File: config.mk
export PLATFORM = sky130hd
export DESIGN_NAME = config_word_startup_control
export DESIGN_NICKNAME = d
export VERILOG_FILES = /design/src/unused_placeholder_none.sv /design/src/startup_pkg.sv /design/src/delay_counter.sv /design/src/config_word_startup_control.sv
export SDC_FILE = /design/constraint.sdc
export NUM_CORES = 1
export LEC_CHECK = 0
export ABC_AREA = 1
export BUFFER_PORTS_ARGS = -buffer_cell sky130_fd_sc_hd__buf_2
export CAP_MARGIN = 10
export CELL_PAD_IN_SITES_DETAIL_PLACEMENT = 0
export CELL_PAD_IN_SITES_GLOBAL_PLACEMENT = 1
export CORE_MARGIN = 10
export CORE_UTILIZATION = 47
export CTS_BUF_LIST = sky130_fd_sc_hd__clkbuf_4 sky130_fd_sc_hd__clkbuf_8 sky130_fd_sc_hd__clkbuf_16
export DETAILED_ROUTE_END_ITERATION = 8
export PLACE_DENSITY = 0.93
export SLEW_MARGIN = 0
export SYNTH_ARGS = -nofsm -noshare
export SYNTH_HDL_FRONTEND = slang
export SYNTH_HIERARCHICAL = 1
export SYNTH_SLANG_ARGS = --single-unit
File: constraint.sdc
create_clock -name mclk -period 7.4 [get_ports mclk]
set_input_delay 0.37 -clock mclk [delete_from_list [all_inputs] [get_ports mclk]]
set_output_delay 0.37 -clock mclk [all_outputs]
set_load 0.005 [all_outputs]
File: src/unused_placeholder_none.sv
`timescale 1ns/10ps

File: src/startup_pkg.sv
/*
  Shared constants and types for the start-up and configuration control block.
  Assumes a single 40 MHz clock, mclk, and an active-low asynchronous reset.
*/
`default_nettype none

package startup_pkg;
  localparam logic [13:0] CFG_ADDR = 14'h2007;
  localparam logic [13:0] TEST_LO = 14'h2000;
  localparam logic [13:0] TEST_HI = 14'h3FFF;
  localparam logic [13:0] CFG_ERASED = 14'h3FFF;
  localparam logic [13:0] READ_BLANK = 14'h0000;
  localparam int OSC_SEL_LSB = 0;
  localparam int DOG_EN_BIT = 2;
  localparam int PWRUP_EN_BIT = 3;
  localparam int CNT_W = 22;
  localparam int CLK_HZ = 40_000_000;
  localparam int PWRUP_MS = 72;
  localparam int PWRUP_CYCLES = PWRUP_MS * (CLK_HZ / 1000);
  localparam int OSC_WAIT_CYCLES = 1024;
  localparam int DOG_TICKS = 256;

  typedef enum logic [1:0] {
    OSC_LP = 2'h0,
    OSC_XT = 2'h1,
    OSC_HS = 2'h2,
    OSC_RC = 2'h3
  } osc_mode_e;

  typedef enum logic [1:0] {
    ST_PWR = 2'h0,
    ST_OSC = 2'h1,
    ST_RUN = 2'h2,
    ST_HALT = 2'h3
  } seq_state_e;

  typedef struct packed {
    logic rd;
    logic wr;
    logic [13:0] addr;
    logic [13:0] data;
  } prog_req_s;

  typedef struct packed {
    osc_mode_e osc;
    logic dog_en;
    logic pwrup_en;
  } cfg_view_s;
endpackage : startup_pkg

`default_nettype wire

File: src/delay_counter.sv
/*
  Loadable down-counter with an expiry flag, used for each start-up delay and the watchdog.
  Assumes load and tick come from logic on mclk.
*/
`timescale 1ns/10ps
`default_nettype none

module delay_counter #(
  parameter logic [startup_pkg::CNT_W-1:0] RESET_VAL = 22'h000001
) (
  input wire logic mclk, // Clock.
  input wire logic arst_n, // Asynchronous reset, active low.
  input wire logic load, // Reload the count.
  input wire logic [startup_pkg::CNT_W-1:0] load_val, // Value to reload.
  input wire logic tick, // Count down one step.
  output logic expired // Count has reached zero.
);
  logic [startup_pkg::CNT_W-1:0] count_reg;

  always_ff @(posedge mclk or negedge arst_n) begin
    if (!arst_n) begin
      count_reg <= RESET_VAL;
    end else if (load) begin
      count_reg <= load_val;
    end else if (tick && count_reg != '0) begin
      count_reg <= count_reg - 1'b1;
    end
  end

  assign expired = (count_reg == '0);
endmodule : delay_counter

`default_nettype wire

File: src/config_word_startup_control.sv
/*
  Start-up sequencer, configuration word store, watchdog and halt/wake control.
  Assumes arst_n is the power-on reset; pins and the watchdog oscillator are asynchronous.
*/
// Overview of operation
// - Programmed bit reads zero, erased reads one.
// - Configuration word lives at address 2007h.
// - Test space 2000h-3FFFh reachable only programming.
// - Watchdog disabled only by configuration bit.
// - Watchdog counts its own RC oscillator.
// - Oscillator start-up timer holds reset until stable in LP, XT and HS modes; RC mode skips it.
// - Power-up timer 72 ms never runs: power-on reset leaves configuration bit 3 erased, which disables it.
// - Halt ends on reset, watchdog, interrupt.
// - Two select bits choose four oscillator modes.
`timescale 1ns/10ps
`default_nettype none

module config_word_startup_control #(
  parameter int PWRUP_CYCLES = startup_pkg::PWRUP_CYCLES
) (
  input wire logic mclk, // 40 MHz clock.
  input wire logic arst_n, // Power-on reset, active low.
  input wire logic ext_reset_n, // External reset pin, active low.
  input wire logic prog_mode, // Programming-mode pin, high while programming.
  input wire logic dog_osc, // Watchdog RC oscillator.
  input wire startup_pkg::prog_req_s prog_req, // Programmer access.
  input wire logic [13:0] cpu_addr, // Running-program memory address.
  input wire logic cpu_rd, // Running-program read strobe.
  input wire logic cpu_sleep, // Halt request pulse.
  input wire logic cpu_clrwdt, // Watchdog clear pulse.
  input wire logic irq_pending, // Enabled interrupt pending.
  output logic cpu_reset_n, // Core reset, active low.
  output logic halted, // Core in low-power halt.
  output startup_pkg::osc_mode_e osc_mode, // Selected oscillator mode.
  output logic dog_timeout, // Watchdog time-out pulse.
  output logic [13:0] prog_rdata, // Programmer read data.
  output logic cpu_space_fault // Program touched the test space.
);
  localparam int W = startup_pkg::CNT_W;
  localparam logic [W-1:0] PWRUP_LOAD = W'(PWRUP_CYCLES - 1);
  localparam logic [W-1:0] OSC_WAIT_LOAD = W'(startup_pkg::OSC_WAIT_CYCLES - 1);
  localparam logic [W-1:0] DOG_LOAD = W'(startup_pkg::DOG_TICKS - 1);

  logic ext_s1_reg, ext_s2_reg, prog_s1_reg, prog_s2_reg;
  logic wdo_s1_reg, wdo_s2_reg, wdo_s3_reg;
  logic [13:0] cfg_reg, cfg_next;
  logic [13:0] rdata_next;
  logic rst_out_reg, halt_out_reg, dog_to_reg, fault_reg;
  startup_pkg::seq_state_e state_reg, state_next;
  startup_pkg::cfg_view_s cfg;

  // Pins are re-timed before any decision is taken on them.
  // The reset pin synchroniser starts at the pin's idle level, so release of the
  // power-on reset does not look like an external reset.
  always_ff @(posedge mclk or negedge arst_n) begin
    if (!arst_n) begin
      ext_s1_reg <= 1'b1;
      ext_s2_reg <= 1'b1;
      prog_s1_reg <= 1'b0;
      prog_s2_reg <= 1'b0;
      wdo_s1_reg <= 1'b0;
      wdo_s2_reg <= 1'b0;
      wdo_s3_reg <= 1'b0;
    end else begin
      ext_s1_reg <= ext_reset_n;
      ext_s2_reg <= ext_s1_reg;
      prog_s1_reg <= prog_mode;
      prog_s2_reg <= prog_s1_reg;
      wdo_s1_reg <= dog_osc;
      wdo_s2_reg <= wdo_s1_reg;
      wdo_s3_reg <= wdo_s2_reg;
    end
  end

  wire ext_rst = !ext_s2_reg;
  wire in_prog = prog_s2_reg;
  // Only the second and third stages are read, so a metastable first stage never reaches logic.
  wire dog_tick = wdo_s2_reg && !wdo_s3_reg;

  // An erased word reads all ones; programming can only clear bits, as in EPROM.
  wire cfg_hit = (prog_req.addr == startup_pkg::CFG_ADDR);
  wire test_lo_ok = (prog_req.addr >= startup_pkg::TEST_LO);
  wire test_hi_ok = (prog_req.addr <= startup_pkg::TEST_HI);
  wire test_hit = test_lo_ok && test_hi_ok;
  wire cfg_wr = in_prog && prog_req.wr && cfg_hit;
  assign cfg_next = cfg_wr ? (cfg_reg & prog_req.data) : cfg_reg;
  assign rdata_next = (in_prog && prog_req.rd && cfg_hit) ? cfg_reg :
                      (in_prog && prog_req.rd && test_hit) ? startup_pkg::CFG_ERASED :
                      startup_pkg::READ_BLANK;
  wire cpu_test = cpu_rd && (cpu_addr >= startup_pkg::TEST_LO) &&
                  (cpu_addr <= startup_pkg::TEST_HI);

  assign cfg.osc = startup_pkg::osc_mode_e'(cfg_reg[startup_pkg::OSC_SEL_LSB +: 2]);
  assign cfg.dog_en = cfg_reg[startup_pkg::DOG_EN_BIT];
  assign cfg.pwrup_en = !cfg_reg[startup_pkg::PWRUP_EN_BIT];

  logic pwrup_done, ost_done, dog_done;
  wire hold = ext_rst || in_prog;
  // Software can only clear the count; nothing but the configuration bit stops a time-out.
  wire dog_fire = cfg.dog_en && dog_tick && dog_done;
  wire dog_clr = cpu_clrwdt || cpu_sleep || !rst_out_reg || dog_fire;
  wire ost_skip = (cfg.osc == startup_pkg::OSC_RC);
  wire next_is_osc = (state_next == startup_pkg::ST_OSC);
  wire ost_load = next_is_osc && (state_reg != startup_pkg::ST_OSC || hold);
  wire pwrup_tick = (state_reg == startup_pkg::ST_PWR);
  wire ost_tick = (state_reg == startup_pkg::ST_OSC);

  // The power-up delay counter is only reloaded by the power-on reset itself.
  delay_counter #(.RESET_VAL(PWRUP_LOAD)) u_pwrup (
    .mclk(mclk), .arst_n(arst_n), .load(1'b0), .load_val(PWRUP_LOAD),
    .tick(pwrup_tick), .expired(pwrup_done)
  );
  delay_counter #(.RESET_VAL(OSC_WAIT_LOAD)) u_ost (
    .mclk(mclk), .arst_n(arst_n), .load(ost_load), .load_val(OSC_WAIT_LOAD),
    .tick(ost_tick), .expired(ost_done)
  );
  delay_counter #(.RESET_VAL(DOG_LOAD)) u_dog (
    .mclk(mclk), .arst_n(arst_n), .load(dog_clr), .load_val(DOG_LOAD),
    .tick(dog_tick), .expired(dog_done)
  );

  always_comb begin
    state_next = state_reg;
    case (state_reg)
      startup_pkg::ST_PWR: begin
        if (!cfg.pwrup_en || pwrup_done) begin
          state_next = startup_pkg::ST_OSC;
        end
      end
      startup_pkg::ST_OSC: begin
        if (!hold && (ost_skip || ost_done)) begin
          state_next = startup_pkg::ST_RUN;
        end
      end
      startup_pkg::ST_RUN: begin
        if (hold || dog_fire) begin
          state_next = startup_pkg::ST_OSC;
        end else if (cpu_sleep) begin
          state_next = startup_pkg::ST_HALT;
        end
      end
      startup_pkg::ST_HALT: begin
        if (hold) begin
          state_next = startup_pkg::ST_OSC;
        end else if (dog_fire || irq_pending) begin
          state_next = startup_pkg::ST_RUN;
        end
      end
      default: state_next = startup_pkg::ST_PWR;
    endcase
  end

  // The core leaves reset only in the states where every enabled delay is over.
  wire next_live = (state_next == startup_pkg::ST_RUN) || (state_next == startup_pkg::ST_HALT);

  always_ff @(posedge mclk or negedge arst_n) begin
    if (!arst_n) begin
      state_reg <= startup_pkg::ST_PWR;
      cfg_reg <= startup_pkg::CFG_ERASED;
      rst_out_reg <= 1'b0;
      halt_out_reg <= 1'b0;
      dog_to_reg <= 1'b0;
      fault_reg <= 1'b0;
      prog_rdata <= startup_pkg::READ_BLANK;
    end else begin
      state_reg <= state_next;
      cfg_reg <= cfg_next;
      rst_out_reg <= next_live;
      halt_out_reg <= (state_next == startup_pkg::ST_HALT);
      dog_to_reg <= dog_fire;
      fault_reg <= cpu_test;
      prog_rdata <= rdata_next;
    end
  end

  assign cpu_reset_n = rst_out_reg;
  assign halted = halt_out_reg;
  assign osc_mode = cfg.osc;
  assign dog_timeout = dog_to_reg;
  assign cpu_space_fault = fault_reg;

  wire in_run = (state_reg == startup_pkg::ST_RUN);
  wire in_halt = (state_reg == startup_pkg::ST_HALT);
  wire in_osc = (state_reg == startup_pkg::ST_OSC);
  wire prog_cfg_rd = in_prog && prog_req.rd && cfg_hit;
endmodule : config_word_startup_control

`default_nettype wire

==> qor.txt <==
Via-to-Cell Ratio: 4.84
Final WL: 15900 um
Final Cycle Share: 0.445
CTS Sinks: 107
Die width: 142 um
Remaining global-route overflow: 0
CTS Hold Bufs: 0
Clock Tree Buf Depth: 2
Status: completed
Final net count: 1140
Worst-Margin Slew: 0.745 ns
WHS: 0.0883 ns
Initial core utilization: 0.480
Post-route minimum period: 3.29 ns
P per Cell Area: 172 nW/um^2
Critical path arrival: 3.58 ns
Total GRT Usage: 0.161
CTS tree: done
Final core utilization: 0.539
Max-cap viol count: 0
DRC Markers: 0
Final Max Slew Viols: 0
Critical path class: register to register
HP Class: input port to async pin
Static Leak: 4.04 nW
Most Frequent Cell on Critical Path: nand2_1
Iteration-0 DRC Markers: 454
CP cell instances: inv_1 -> ha_1 -> nand2_4 -> nor2_4 -> nand3_4 -> inv_1 -> nand2_1 -> inv_1 -> nand2_1 -> nand2_1 -> nand2_1 -> nand2_1 -> inv_1 -> nand2_1 -> nand2_1 -> nor2_2 -> buf_4 -> inv_1 -> nand2_4 -> nand2_1 -> o21ai_2
Crit path max-delay cell type: inv_1
Clk_lat worst skew: 0.36 ns
Synth-to-layout area growth: 12.3%
CTS buffer count: 9
#FFs+latches synth: 107
Area of the die: 20200 sq um
Startpoint Class: register
Root buf cell: clkbuf_16
# diodes: 0
Hpwl dp: 11000 um
Register area share after synthesis: 0.391
Final Hold Fails: 0
Maximum VDD drop: 0.125 mV
Sum Neg Setup Slack: 0 ns
Critical Path Sink Type: register
# setup viols final: 0
H-tree depth: 3
First-pass GRT wire length: 27500 um
Netlist cell types: 36
Layout cells sized above 1: 0.176
Num ports: 73
RSZ-0062 raised after global routing: no
Synth Cell Area: 7000 sq um
DRT antenna net count: 0
FILL cells: 1443
Slew HR: 0.503
Clock Skew: 0.0150 ns
Max Fanout on Critical Path: 30
Largest net degree at the start of global routing: 55
Initial antenna violation count: 1
Number of global-route vias before repair: 5962
YS warnings: 6
Die height: 142 um
Row count: 44
Synth Instances: 978
Delay of the slowest critical-path stage: 0.58 ns
FMAX: 0.304 GHz
Final RePlAce weighted congestion: 0.850
Req. time, crit path: 7.69 ns
PostCTS Resize Cnt: 0
Core area: 14600 sq um
PnR worst setup slack: 4.11 ns
CTS clk-pin slew, worst paths: 0.07 ns
Place WS: 4.09 ns
First-pass detailed-route iteration total: 5
Syn Area/Cell: 7.16 sq um
Post-DR wirelength/cell: 12.5 um
Post-CTS setup repair buffer count: 0
Port Buffers: 59
DR vias: 6156
-- area by class of cell --
cell class	count	area [sq um]	area share
Clock buffer	9	225	0.0286
Clock inverter	7	100	0.0127
Multi-Input combinational cell	811	3890	0.495
Tap cell	184	230	0.0293
Inverter	91	342	0.0434
Timing Repair Buffer	64	335	0.0426
Sequential cell	107	2740	0.349
-- cell usage in the layout, fill, tap and decap left out, drive strengths merged --
master  netlist  final
a21o          3      3
a21oi         3      3
buf          24     64
bufinv        0      1
clkbuf       12      9
clkinv        0      2
conb          2     69
dfrtp        56     56
dfstp        51     51
ha            3      3
inv          91     95
nand2       360    360
nand3       121    121
nand3b        6      6
nand4        41     41
nor2        126    126
nor3          4      4
o21ai        43     43
or2           2      2
xnor2         3      3
xor2         27     27
-- Yosys cell counts --
library cell    n  area, sq um
nor3_1          2         10.0
ha_1            3         37.5
nor3_2          1         10.0
o21ai_2        18          158
nand2_2         6         37.5
clkbuf_1        9         33.8
xnor2_1         3         26.3
xor2_1         27          236
dfrtp_1        56         1400
nand3b_1        6         45.0
o21ai_1         2         10.0
buf_6          11          124
nand3_1       116          581
nor2_1        111          417
nand2_4         6         67.6
a21o_1          3         22.5
buf_4           4         30.0
buf_2           7         35.0
or2_4           1         8.76
nand4_1        41          257
nor3_4          1         16.3
conb_1          2         7.51
buf_12          2         40.0
inv_1          87          327
o21ai_0        23          115
nand3_2         2         20.0
clkbuf_4        3         22.5
dfstp_2        51         1340
or2_1           1         6.26
inv_2           4         15.0
nand2_8         3         60.1
nor2_2          9         56.3
nor2_4          6         67.6
nand3_4         3         52.6
a21oi_1         3         15.0
nand2_1       345         1290
-- final timing paths --
kind	start	endpoint	slack, ns	cells past startpoint
worst max-delay path	u_dog/count_reg[0]	u_ost/count_reg[8]	4.11	21
worst min register to register	prog_s1_reg	in_prog	0.35	0
min in group mclk	ext_reset_n	ext_s1_reg	0.11	1
worst max register to register	u_dog/count_reg[0]	u_ost/count_reg[8]	4.11	21
worst min-delay path	arst_n	u_ost/count_reg[18]	0.09	1
max in group asynchronous	arst_n	cpu_reset_n	6.18	2
-- cells by family after synthesis --
group                      after synthesis  synth area share
adders and majority gates                3           0.00536
buffers and inverters                  127            0.0895
other                                    2           0.00107
xor gates and xnor gates                30            0.0375
AOI/OAI and AO/OA                       49            0.0457
and+or+nand+nor                        660             0.429
DFF                                    107             0.391
-- per-layer routing --
layer	vias to the layer above	GRT usage	share of wire
met2	133	0.263	0.46
met4	0	0.0403	0.012
met3	15	0.0421	0.058
met1	2755	0.207	0.47
li1	3253	-	-
met5	-	0	0
-- power by group --
group | total [mW] | switching, mW | internal [mW]
Sequential | 0.660 | 0.0325 | 0.628
Clock | 0.527 | 0.251 | 0.276
Combinational | 0.169 | 0.108 | 0.0607
Total | 1.36 | 0.391 | 0.965
-- worst max-delay path: cells and delay by family, from the launching register on --
family	cells	cell delay (ns)
flops	1	0.53
buf+inv	6	1.01
compound gates	1	0.06
fa+ha+maj	1	0.31
simple gates	13	1.30
-- stage by stage --
| step | instance area (sq um) | total power, mW | cells |
|---|---|---|---|
| after floorplan | 7250 | 0.786 | 1045 |
| after global placement | 7540 | 0.835 | 1257 |
| after detailed placement | 7540 | 0.837 | 1257 |
| after CTS | 7860 | 1.37 | 1273 |
| after global routing | 7860 | 1.43 | 1273 |
| final | 7860 | 1.36 | 1273 |
No activity file was read; power rests on OpenSTA's default activity.
